`src/pkg/ccex_defines.svh`:
```
`ifndef CCEX_DEFINES_SVH
`define CCEX_DEFINES_SVH

// Condition code register bit positions.
`define CCEX_BIT_I 7
`define CCEX_BIT_H 5
`define CCEX_BIT_N 3
`define CCEX_BIT_Z 2
`define CCEX_BIT_V 1
`define CCEX_BIT_C 0
`define CCEX_CCR_RESET 8'h80

// Execution cost in core_clk cycles, one state per cycle.
`define CCEX_COST_SHORT 11'h002
`define CCEX_COST_RTS   11'h008
`define CCEX_COST_RTE   11'h00A
`define CCEX_MOVE_SETUP 11'h009

// Cycle slots of the stack pops.
`define CCEX_POP_REQ0  11'h000
`define CCEX_POP_DATA0 11'h002
`define CCEX_POP_DATA1 11'h004

`define CCEX_SP_STEP  16'h0002
`define CCEX_PTR_STEP 16'h0001
`define CCEX_CNT_STEP 8'h01
`define CCEX_ELAP_ONE 11'h001

`endif

```
`src/pkg/ccex_pkg.sv`:
```
package ccex_pkg;
  typedef enum logic [3:0] {
    CCEX_OP_NOP, CCEX_OP_SLEEP, CCEX_OP_LDC, CCEX_OP_STC, CCEX_OP_ANDC, CCEX_OP_ORC,
    CCEX_OP_XORC, CCEX_OP_RTS, CCEX_OP_RTE, CCEX_OP_MOVE, CCEX_OP_ADDW, CCEX_OP_ADDX,
    CCEX_OP_DAA, CCEX_OP_DIVXU
  } ccex_op_t;
endpackage

```
`src/verilog/ccex_core.sv`:
```
// Overview of operation
// - Sleep halts execution until wake request.
// - Word arithmetic: half carry from bit 11.
// - Extended add: zero keeps Z, else clears.
// - Decimal adjust carry sets C, else keeps.
// - Block move copies n bytes, 4n+9 cycles.
// - Unsigned divide: N follows divisor sign bit.
// - Unsigned divide: Z set when divisor zero.
`timescale 1ns/1ns
`default_nettype none
`include "ccex_defines.svh"
module ccex_core (
  input  wire logic               core_clk,
  input  wire logic               rst,
  input  wire logic               startPulse,
  input  wire ccex_pkg::ccex_op_t opSel,
  input  wire logic [7:0]         immData,
  input  wire logic [15:0]        opA,
  input  wire logic [15:0]        opB,
  input  wire logic               subSel,
  input  wire logic [15:0]        spIn,
  input  wire logic [15:0]        moveSourcePtrIn,
  input  wire logic [15:0]        moveDestPtrIn,
  input  wire logic [7:0]         moveCountByteIn,
  input  wire logic               wakeReq,
  input  wire logic [15:0]        memRdata,
  output logic                    busy,
  output logic                    done,
  output logic                    sleeping,
  output logic      [7:0]         conditionCodeReg,
  output logic      [7:0]         stcData,
  output logic      [15:0]        result,
  output logic      [15:0]        pcOut,
  output logic      [15:0]        spOut,
  output logic      [15:0]        moveSourcePtr,
  output logic      [15:0]        moveDestPtr,
  output logic      [7:0]         moveCountByte,
  output logic                    memRd,
  output logic                    memWr,
  output logic                    memByte,
  output logic      [15:0]        memAddr,
  output logic      [15:0]        memWdata
);
  import ccex_pkg::*;

  typedef enum logic [1:0] {ST_IDLE, ST_RUN, ST_SLEEP} ccex_state_t;

  ccex_state_t state_q, state_d;
  ccex_op_t    op_q, op_d;
  logic [10:0] elap_q, elap_d, cost_q, cost_d;
  logic [15:0] a_q, a_d, b_q, b_d, sp_q, sp_d, pc_q, pc_d, res_q, res_d;
  logic [15:0] src_q, src_d, dst_q, dst_d, addr_q, addr_d, wdata_q, wdata_d;
  logic [7:0]  imm_q, imm_d, ccr_q, ccr_d, stc_q, stc_d, cnt_q, cnt_d;
  logic        sub_q, sub_d, done_q, done_d, rd_q, rd_d, wr_q, wr_d, byte_q, byte_d;
  logic        wakeMeta_q, wakeMeta_d, wakeSync_q, wakeSync_d;
  logic        busy_q, busy_d, sleep_q, sleep_d;
  logic [7:0]  flagCcr;
  logic [15:0] flagRes;
  logic [10:0] moveIdx;

  ccex_flag_calc u_flag (
    .opSel  (op_q),
    .ccrIn  (ccr_q),
    .opA    (a_q),
    .opB    (b_q),
    .subSel (sub_q),
    .ccrNew (flagCcr),
    .resNew (flagRes)
  );

  assign moveIdx = elap_q - `CCEX_MOVE_SETUP;

  always_comb begin
    state_d    = state_q;
    op_d       = op_q;
    elap_d     = elap_q;
    cost_d     = cost_q;
    a_d        = a_q;
    b_d        = b_q;
    sp_d       = sp_q;
    pc_d       = pc_q;
    res_d      = res_q;
    src_d      = src_q;
    dst_d      = dst_q;
    addr_d     = addr_q;
    wdata_d    = wdata_q;
    imm_d      = imm_q;
    ccr_d      = ccr_q;
    stc_d      = stc_q;
    cnt_d      = cnt_q;
    sub_d      = sub_q;
    done_d     = 1'b0;
    rd_d       = 1'b0;
    wr_d       = 1'b0;
    byte_d     = byte_q;
    wakeMeta_d = wakeReq;
    wakeSync_d = wakeMeta_q;
    unique case (state_q)
      ST_IDLE: begin
        if (startPulse) begin
          state_d = ST_RUN;
          op_d    = opSel;
          elap_d  = 11'h000;
          a_d     = opA;
          b_d     = opB;
          sub_d   = subSel;
          imm_d   = immData;
          sp_d    = spIn;
          src_d   = moveSourcePtrIn;
          dst_d   = moveDestPtrIn;
          cnt_d   = moveCountByteIn;
          unique case (opSel)
            CCEX_OP_RTS:  cost_d = `CCEX_COST_RTS;
            CCEX_OP_RTE:  cost_d = `CCEX_COST_RTE;
            CCEX_OP_MOVE: cost_d = {1'b0, moveCountByteIn, 2'b00} + `CCEX_MOVE_SETUP;
            default:      cost_d = `CCEX_COST_SHORT;
          endcase
        end
      end
      ST_RUN: begin
        elap_d = elap_q + `CCEX_ELAP_ONE;
        if (elap_q == 11'h000) begin
          unique case (op_q)
            CCEX_OP_LDC:  ccr_d = imm_q;
            CCEX_OP_ANDC: ccr_d = ccr_q & imm_q;
            CCEX_OP_ORC:  ccr_d = ccr_q | imm_q;
            CCEX_OP_XORC: ccr_d = ccr_q ^ imm_q;
            CCEX_OP_STC:  stc_d = ccr_q;
            CCEX_OP_ADDW, CCEX_OP_ADDX, CCEX_OP_DAA, CCEX_OP_DIVXU: begin
              ccr_d = flagCcr;
              res_d = flagRes;
            end
            default: ;
          endcase
        end
        if (op_q == CCEX_OP_RTS || op_q == CCEX_OP_RTE) begin
          if (elap_q == `CCEX_POP_REQ0 || (op_q == CCEX_OP_RTE && elap_q == `CCEX_POP_DATA0)) begin
            rd_d   = 1'b1;
            byte_d = 1'b0;
            addr_d = (elap_q == `CCEX_POP_REQ0) ? sp_q : sp_q + `CCEX_SP_STEP;
          end
          if (elap_q == `CCEX_POP_DATA0) begin
            sp_d = sp_q + `CCEX_SP_STEP;
            if (op_q == CCEX_OP_RTE) begin
              ccr_d = memRdata[15:8];
            end else begin
              pc_d = memRdata;
            end
          end
          if (op_q == CCEX_OP_RTE && elap_q == `CCEX_POP_DATA1) begin
            pc_d = memRdata;
            sp_d = sp_q + `CCEX_SP_STEP;
          end
        end
        // Each byte is read, captured, written, then the pointers step.
        if (op_q == CCEX_OP_MOVE && elap_q >= `CCEX_MOVE_SETUP) begin
          unique case (moveIdx[1:0])
            2'h0: begin
              rd_d   = 1'b1;
              byte_d = 1'b1;
              addr_d = src_q;
            end
            2'h1: ;
            2'h2: begin
              wr_d    = 1'b1;
              byte_d  = 1'b1;
              addr_d  = dst_q;
              wdata_d = {8'h00, memRdata[7:0]};
            end
            2'h3: begin
              src_d = src_q + `CCEX_PTR_STEP;
              dst_d = dst_q + `CCEX_PTR_STEP;
              cnt_d = cnt_q - `CCEX_CNT_STEP;
            end
          endcase
        end
        if (elap_q == cost_q - `CCEX_ELAP_ONE) begin
          if (op_q == CCEX_OP_SLEEP) begin
            state_d = ST_SLEEP;
          end else begin
            state_d = ST_IDLE;
            done_d  = 1'b1;
          end
        end
      end
      ST_SLEEP: begin
        if (wakeSync_q) begin
          state_d = ST_IDLE;
          done_d  = 1'b1;
        end
      end
      default: state_d = ST_IDLE;
    endcase
    // Status outputs are decoded from the next state so they leave a flop in step with it.
    busy_d  = (state_d != ST_IDLE);
    sleep_d = (state_d == ST_SLEEP);
  end

  always_ff @(posedge core_clk or posedge rst) begin
    if (rst) begin
      state_q    <= ST_IDLE;
      op_q       <= CCEX_OP_NOP;
      elap_q     <= 11'h000;
      cost_q     <= 11'h000;
      a_q        <= 16'h0000;
      b_q        <= 16'h0000;
      sp_q       <= 16'h0000;
      pc_q       <= 16'h0000;
      res_q      <= 16'h0000;
      src_q      <= 16'h0000;
      dst_q      <= 16'h0000;
      addr_q     <= 16'h0000;
      wdata_q    <= 16'h0000;
      imm_q      <= 8'h00;
      ccr_q      <= `CCEX_CCR_RESET;
      stc_q      <= 8'h00;
      cnt_q      <= 8'h00;
      sub_q      <= 1'b0;
      done_q     <= 1'b0;
      rd_q       <= 1'b0;
      wr_q       <= 1'b0;
      byte_q     <= 1'b0;
      wakeMeta_q <= 1'b0;
      wakeSync_q <= 1'b0;
      busy_q     <= 1'b0;
      sleep_q    <= 1'b0;
    end else begin
      state_q    <= state_d;
      op_q       <= op_d;
      elap_q     <= elap_d;
      cost_q     <= cost_d;
      a_q        <= a_d;
      b_q        <= b_d;
      sp_q       <= sp_d;
      pc_q       <= pc_d;
      res_q      <= res_d;
      src_q      <= src_d;
      dst_q      <= dst_d;
      addr_q     <= addr_d;
      wdata_q    <= wdata_d;
      imm_q      <= imm_d;
      ccr_q      <= ccr_d;
      stc_q      <= stc_d;
      cnt_q      <= cnt_d;
      sub_q      <= sub_d;
      done_q     <= done_d;
      rd_q       <= rd_d;
      wr_q       <= wr_d;
      byte_q     <= byte_d;
      wakeMeta_q <= wakeMeta_d;
      wakeSync_q <= wakeSync_d;
      busy_q     <= busy_d;
      sleep_q    <= sleep_d;
    end
  end

  assign busy             = busy_q;
  assign done             = done_q;
  assign sleeping         = sleep_q;
  assign conditionCodeReg = ccr_q;
  assign stcData          = stc_q;
  assign result           = res_q;
  assign pcOut            = pc_q;
  assign spOut            = sp_q;
  assign moveSourcePtr    = src_q;
  assign moveDestPtr      = dst_q;
  assign moveCountByte    = cnt_q;
  assign memRd            = rd_q;
  assign memWr            = wr_q;
  assign memByte          = byte_q;
  assign memAddr          = addr_q;
  assign memWdata         = wdata_q;

  // Checking helpers: busy length and the count seen at start.
  logic [10:0] busyLen_q;
  logic [7:0]  nStart_q;
  always_ff @(posedge core_clk or posedge rst) begin
    if (rst) begin
      busyLen_q <= 11'h000;
      nStart_q  <= 8'h00;
    end else if (state_q == ST_IDLE) begin
      busyLen_q <= 11'h000;
      nStart_q  <= moveCountByteIn;
    end else begin
      busyLen_q <= busyLen_q + 11'h001;
    end
  end
endmodule // ccex_core
`default_nettype wire

```
`src/verilog/ccex_flag_calc.sv`:
```
`timescale 1ns/1ns
`default_nettype none
`include "ccex_defines.svh"
module ccex_flag_calc (
  input  wire ccex_pkg::ccex_op_t opSel,
  input  wire logic [7:0]         ccrIn,
  input  wire logic [15:0]        opA,
  input  wire logic [15:0]        opB,
  input  wire logic               subSel,
  output logic      [7:0]         ccrNew,
  output logic      [15:0]        resNew
);
  import ccex_pkg::*;
  logic [16:0] wide;
  logic [12:0] low12;
  logic [8:0]  byteRes;
  logic [7:0]  daaCorr;
  logic [8:0]  daaSum;
  always_comb begin
    ccrNew  = ccrIn;
    resNew  = opA;
    wide    = subSel ? ({1'b0, opA} - {1'b0, opB}) : ({1'b0, opA} + {1'b0, opB});
    low12   = subSel ? ({1'b0, opA[11:0]} - {1'b0, opB[11:0]}) : ({1'b0, opA[11:0]} + {1'b0, opB[11:0]});
    byteRes = subSel ? ({1'b0, opA[7:0]} - {1'b0, opB[7:0]} - {8'h00, ccrIn[`CCEX_BIT_C]})
                     : ({1'b0, opA[7:0]} + {1'b0, opB[7:0]} + {8'h00, ccrIn[`CCEX_BIT_C]});
    daaCorr = {(ccrIn[`CCEX_BIT_C] || opA[7:0] > 8'h99) ? 4'h6 : 4'h0,
               (ccrIn[`CCEX_BIT_H] || opA[3:0] > 4'h9) ? 4'h6 : 4'h0};
    daaSum  = {1'b0, opA[7:0]} + {1'b0, daaCorr};
    unique case (opSel)
      CCEX_OP_ADDW: begin
        resNew                 = wide[15:0];
        ccrNew[`CCEX_BIT_H]    = low12[12];
        ccrNew[`CCEX_BIT_C]    = wide[16];
        ccrNew[`CCEX_BIT_N]    = wide[15];
        ccrNew[`CCEX_BIT_Z]    = (wide[15:0] == 16'h0000);
        ccrNew[`CCEX_BIT_V]    = subSel ? ((opA[15] ^ opB[15]) & (opA[15] ^ wide[15]))
                                        : (~(opA[15] ^ opB[15]) & (opA[15] ^ wide[15]));
      end
      CCEX_OP_ADDX: begin
        resNew                 = {8'h00, byteRes[7:0]};
        ccrNew[`CCEX_BIT_C]    = byteRes[8];
        ccrNew[`CCEX_BIT_N]    = byteRes[7];
        if (byteRes[7:0] != 8'h00) begin
          ccrNew[`CCEX_BIT_Z]  = 1'b0;
        end
      end
      CCEX_OP_DAA: begin
        resNew                 = {8'h00, daaSum[7:0]};
        ccrNew[`CCEX_BIT_C]    = ccrIn[`CCEX_BIT_C] | daaSum[8];
        ccrNew[`CCEX_BIT_N]    = daaSum[7];
        ccrNew[`CCEX_BIT_Z]    = (daaSum[7:0] == 8'h00);
      end
      CCEX_OP_DIVXU: begin
        ccrNew[`CCEX_BIT_N]    = opB[7];
        ccrNew[`CCEX_BIT_Z]    = (opB[7:0] == 8'h00);
      end
      default: begin
        resNew = opA;
      end
    endcase
  end
endmodule // ccex_flag_calc
`default_nettype wire

```
`config.mk`:
```
export PLATFORM = sky130hd
export DESIGN_NAME = ccex_core
export DESIGN_NICKNAME = d
export VERILOG_FILES = /design/src/pkg/ccex_pkg.sv /design/src/verilog/ccex_core.sv /design/src/verilog/ccex_flag_calc.sv
export VERILOG_INCLUDE_DIRS = /design/src /design/src/pkg
export SDC_FILE = /design/constraint.sdc
export NUM_CORES = 1
export LEC_CHECK = 0
export BUFFER_PORTS_ARGS = -buffer_cell sky130_fd_sc_hd__buf_2
export CAP_MARGIN = 20
export CELL_PAD_IN_SITES_DETAIL_PLACEMENT = 1
export CELL_PAD_IN_SITES_GLOBAL_PLACEMENT = 2
export CORE_AREA = 5 5 240 242
export DETAILED_ROUTE_END_ITERATION = 12
export DIE_AREA = 0 0 245 247
export PLACE_DENSITY = 0.7
export SLEW_MARGIN = 20
export SYNTH_ARGS = -nofsm -noshare
export SYNTH_HDL_FRONTEND = slang
export SYNTH_HIERARCHICAL = 1
export SYNTH_SLANG_ARGS = --single-unit
```
`constraint.sdc`:
```
create_clock -name core_clk -period 18.1 [get_ports core_clk]
set_clock_uncertainty 0.15 [all_clocks]
set_input_delay 5.43 -clock core_clk [delete_from_list [all_inputs] [get_ports core_clk]]
set_output_delay 5.43 -clock core_clk [all_outputs]
set_load 0.1 [all_outputs]
```
==> flow_metrics.py, run 1 <==
metrics = {
    "run_status": {
        "status": "complete, no violations",
    },
    "finish": {
        "syn_to_final_growth_pct": 21.4,
        "final_common_cell": "buf_2",
        "finalNetCount": 1898,
        "final_layout_size_suffix_gt1_share_pct": 25.8,
        "layout_common_cells": "buf_2, dfrtp_1, nand2_1, a21oi_1, o21ai_0",
    },
    "detailed_routing": {
        "via_count": 12300,
        "route.antenna.remaining_nets": 0,
        "drc": 0,
        "wl_per_cell_microns": 21.2,
        "wl_microns": 51500,
        "drt_iter0_drc": 685,
        "viasPerCell": 5.06,
        "dr.pass1.iters": 5,
    },
    "timing": {
        "finalSetupViolCount": 0,
        "post-route-period-util_pct": 40.6,
        "clock.fmax_mhz": 136,
        "worstMarginPinSlew_ps": 911,
        "relSlewSlack_pct": 39.1,
        "report.final.slew_viol_count": 0,
        "rsz0062_at_grt": "false",
        "setup_tns_ps": 0,
        "hold_viol": 0,
        "min_period_ps": 7340,
    },
    "placement": {
        "gp_congestion": 0.818,
        "portBuffers": 254,
        "dp_hpwl_microns": 38500,
    },
    "clock_network": {
        "cts_setup_buffers": 0,
        "root_buffer": "clkbuf_16",
        "htreeDepth": 1,
        "hold_buffers": 0,
        "cts_made_buffers": 28,
        "insertion_delay_ps": 580,
        "clk_path_buf_depth": 3,
        "cts_tree": "done",
        "cts.clk_slew.worst_paths_ps": 60,
        "cts_resized": 0,
        "clock_sinks": 205,
    },
    "global_route": {
        "grt_pass1_vias": 12800,
        "grt_max_degree": 96,
        "grt_usage_pct": 16.4,
        "overflow": 0,
        "antenna_found_initial": 7,
        "grt_first_pass_wirelength_microns": 78800,
    },
    "synthesis": {
        "synth_edf_count": 0,
        "ys_types": 92,
        "ys.flop_type": "dfrtp_1",
        "async_flop_share_pct": 100,
        "yosysWarnings": 6,
        "yosysSeqAreaShare_pct": 37.7,
        "synth_area_per_cell_sq_um": 9.25,
        "syn_inst": 1471,
        "synth_area_sq_um": 13600,
        "ys_ff_latch": 205,
    },
    "run": {
        "drv_cap": 0,
    },
    "die": {
        "rows": 86,
        "die_w_microns": 245,
        "die_h_microns": 247,
        "io_pins": 263,
        "core_area_sq_um": 54900,
        "die-area_sq_um": 60500,
        "initial_utilization_pct": 24.8,
    },
    "setup_path": {
        "cp-start-kind": "flip-flop",
        "critPathBufInv": 1,
        "cp.required_ps": 12520,
        "cpMaxStageDelayCell": "dfrtp_1",
        "worstPathCellList": "buf_2",
        "critPathKind": "reg -> out",
        "cpPeakStageDelay_ps": 660,
        "end_kind": "output port",
        "crit_fanout": 8,
        "critical_path.top_delay_family": "flip-flops",
        "crit_arrival_ps": 1760,
    },
    "hold_path": {
        "min_path_type": "reg -> reg",
    },
}
[synth_stat cells, types with 7 or more instances]
cell	count	area (sq um)
a31oi_1	10	62.6
nor4_1	7	43.8
a222oi_1	16	160
nand2b_1	14	87.6
or2_2	7	43.8
inv_1	62	233
o21ai_0	105	526
or3_1	20	125
o21a_1	9	67.6
a2bb2oi_1	10	87.6
dfrtp_1	204	5100
clkbuf_1	55	206
buf_1	7	26.3
mux2_2	89	1000
nand4_1	14	87.6
o31ai_1	7	52.6
a22oi_1	17	128
a21o_1	12	90.1
xnor2_1	51	447
nand3_1	46	230
a21oi_1	119	596
mux2i_1	27	270
o21ai_2	8	70.1
nor3_1	34	170
nand2_1	121	454
nor2b_1	13	81.3
ha_1	75	938
and3_1	11	68.8
buf_4	11	82.6
xor2_1	25	219
nor2_1	91	342
a22o_1	11	96.3
o22ai_1	27	169
o221ai_1	9	78.8
buf_2	8	40.0
[kinds of logic (layout without fill, tap and decap cells)]
kind of cell               count (synthesis)  after routing  share of synthesized area [%]
AOI/OAI and AO/OA                        427            427                           20.3
and+or+nand+nor                          419            419                           15.4
DFF                                      205            205                           37.7
buffers and inverters                    146            385                           4.52
muxes                                    116            116                           9.35
adders and majority gates                 81             81                           7.78
xor gates and xnor gates                  76             76                           4.89
other                                      1             11                         0.0276
[path summary, 6_finish.rpt]
path	from	slack [ps]	depth (start not counted)	to
max	conditionCodeReg[0]	10760	1	conditionCodeReg[0]
min	wakeMeta_q	200	0	wakeSync_q
max reg2reg	b_q[1]	12940	19	conditionCodeReg[3]
min reg2reg	wakeMeta_q	200	0	wakeSync_q
max in group asynchronous	rst	11680	3	imm_q[5]
min in group asynchronous	rst	4800	2	cost_q[7]
[state kept, by name, indices dropped and copies added, names as in the netlist, 2 cells and up]
signal	count
b_q	16
moveCountByte	8
result	16
cost_q	11
memWdata	8
stcData	8
spOut	16
moveSourcePtr	16
op_q	4
a_q	16
elap_q	11
moveDestPtr	16
imm_q	8
state_q	2
memAddr	16
conditionCodeReg	8
pcOut	16
[through the flow]
step                hold slack [ps]  utilization [%]  area (sq um)  instances  setup slack [ps]
floorplan                       181                -         13600       1478              6930
finish                          201             30.1         16500       2424             10760
global route                    204             30.1         16500       2422             10660
detailed placement              190             28.4         15600       2370             10190
global placement                185             28.4         15600       2370             10290
CTS                             203             30.1         16500       2421             10670
[worst register-to-register path, cell delays in order, from the launching register on]
cell and delay, ps:
dfrtp_1 480, inv_1 220, ha_1 290, nand3_1 90, nor3_1 480, nand2_1 160
o21ai_0 520, xor2_1 160, ha_1 400, a21oi_1 160, o21ai_0 130, a22oi_1 170
o31ai_1 130, o311ai_1 570, nand2_1 230, a31oi_1 290, nand2_1 80, o221ai_1 110
o22ai_1 120, a21oi_1 150
[routing by layer]
layer  vias up  global-route usage (%)  wire length, microns
li1       5819                       -                     -
met1      6160                    22.4                 23900
met2       232                    27.1                 24000
met3        58                    3.30                  2460
met4         8                    3.37                  1070
met5         -                       0                    46
[cell type report]
type,count,area [sq um]
sequential,205,5130
tap,704,881
fill,6410,38400
timing repair buffer,271,1400
antenna,3,7.51
inverter,63,244
multi-input combinational,1127,7910
clock inverter,11,134
clock buffer,40,806
Power of run 1 is left out: the tool's default activity adds up to more than one toggle a clock period on the data nets, which glitch-free logic cannot reach.
==> run 2, diff against run 1 <==
Clock period 18.1 ns to 7.2 ns, I/O delays scaled along.
==> flow_metrics.py, run 2 (synthesis gave the netlist of run 1 again) <==
metrics = {
    "global_route": {
        "grt_usage_pct": 16.5,
        "grt_first_pass_wirelength_microns": 79600,
        "grt.met3_usage_pct": 3.10,
        "grtUsageMet1_pct": 23.5,
        "use_met2_pct": 26.4,
        "grt.busiest_layer": "met2",
        "overflow": 0,
        "antenna_found_initial": 5,
        "grt_max_degree": 163,
        "grt_pass1_vias": 12900,
    },
    "detailed_routing": {
        "wl_microns": 52200,
        "wl_per_cell_microns": 21.5,
        "dr.pass1.iters": 6,
        "via_count": 12400,
        "route.antenna.remaining_nets": 0,
        "drt_iter0_drc": 722,
        "viasPerCell": 5.13,
        "drc": 0,
    },
    "timing": {
        "clock.fmax_mhz": 210,
        "setup_tns_ps": 0,
        "finalSetupViolCount": 0,
        "rsz0062_at_grt": "false",
        "holdWs_ps": 212,
        "worstMarginPinSlew_ps": 1060,
        "min_period_ps": 4750,
        "hold_viol": 0,
        "post-route-period-util_pct": 66.0,
        "report.final.slew_viol_count": 0,
        "relSlewSlack_pct": 29.0,
    },
    "finish": {
        "finalNetCount": 1899,
        "layout_common_cells": "buf_2, dfrtp_1, nand2_1, a21oi_1, o21ai_0",
        "fin_area_sq_um": 16600,
        "final_common_cell": "buf_2",
        "final_layout_size_suffix_gt1_share_pct": 26.0,
        "syn_to_final_growth_pct": 22.2,
    },
    "hold_path": {
        "min_path_type": "reg -> reg",
    },
    "die": {
        "initial_utilization_pct": 24.8,
        "io_pins": 263,
        "die_h_microns": 247,
        "die-area_sq_um": 60500,
        "die_w_microns": 245,
        "rows": 86,
        "core_area_sq_um": 54900,
    },
    "clock_network": {
        "root_buffer": "clkbuf_16",
        "cts.clk_slew.worst_paths_ps": 60,
        "hold_buffers": 0,
        "insertion_delay_ps": 580,
        "cts_resized": 0,
        "cts_setup_buffers": 0,
        "clock_sinks": 205,
        "cts_tree": "done",
        "clk_path_buf_depth": 3,
        "htreeDepth": 1,
        "cts_made_buffers": 28,
    },
    "setup_path": {
        "cp-start-kind": "flip-flop",
        "end_kind": "flip-flop",
        "rrSetupSlack_ps": 2450,
        "crit_fanout": 6,
        "crit_arrival_ps": 5020,
        "cp.required_ps": 7470,
        "critPathKind": "reg -> reg",
    },
    "placement": {
        "place_area_sq_um": 15600,
        "portBuffers": 254,
        "dp_hpwl_microns": 38900,
        "gp_congestion": 0.804,
    },
    "run": {
        "drv_cap": 0,
    },
    "run_status": {
        "status": "complete, no violations",
    },
}
run 2: cell types whose count changed in the layout (fill, tap and decap cells not counted), sizes merged:
cell	delta
buf	+1
bufinv	+3
clkbuf	-6
clkinv	-3
clkinvlp	+7
diode	+1
inv	-1
run 2: stage by stage:
stage                     setup WS (ps)  utilization [%]  instances
after floorplan                    2230                -       1478
after global placement             2300             28.4       2370
after detailed placement           2130             28.4       2370
after CTS                          2450             30.2       2421
after global routing               2020             30.3       2424
final                              2450             30.3       2426
run 2: worst max-delay path: stages (launching register included):
cell      delay, ps
dfrtp_1         430
inv_1           190
ha_1            250
nand3_1          90
nor3_1          510
nand2_1         140
o21ai_0         350
xor2_1          190
ha_1            320
a21oi_1         180
o21ai_0         140
a22oi_1         170
o31ai_1         120
o311ai_1        560
nand3b_1        190
a31oi_1         110
nand2_1         120
o221ai_1        120
o22ai_1         160
a21oi_1         110
run 2: area by class of cell:
class / instances / area (sq um)
Clock buffer: 34 / 743
Clock inverter: 17 / 268
Antenna cell: 4 / 10.0
Multi-Input combinational cell: 1127 / 7910
Inverter: 63 / 240
Sequential cell: 205 / 5130
Tap cell: 704 / 881
Fill cell: 6457 / 38300
Timing Repair Buffer: 272 / 1440
run 2: final timing paths:
| kind | startpoint | endpoint | cells past startpoint |
|---|---|---|---|
| max in group asynchronous | rst | cost_q[0] | 4 |
| min reg2reg | wakeMeta_q | wakeSync_q | 0 |
| max | b_q[1] | conditionCodeReg[1] | 19 |
| min | wakeMeta_q | wakeSync_q | 0 |
| min in group asynchronous | rst | stcData[4] | 3 |
| max reg2reg | b_q[1] | conditionCodeReg[1] | 19 |
run 2: metal layers:
layer,vias up,wire [microns]
li1,5827,-
met1,6306,24700
met2,263,24000
met3,47,2820
met4,2,737
met5,-,7
Power of run 2 is left out for the same reason.
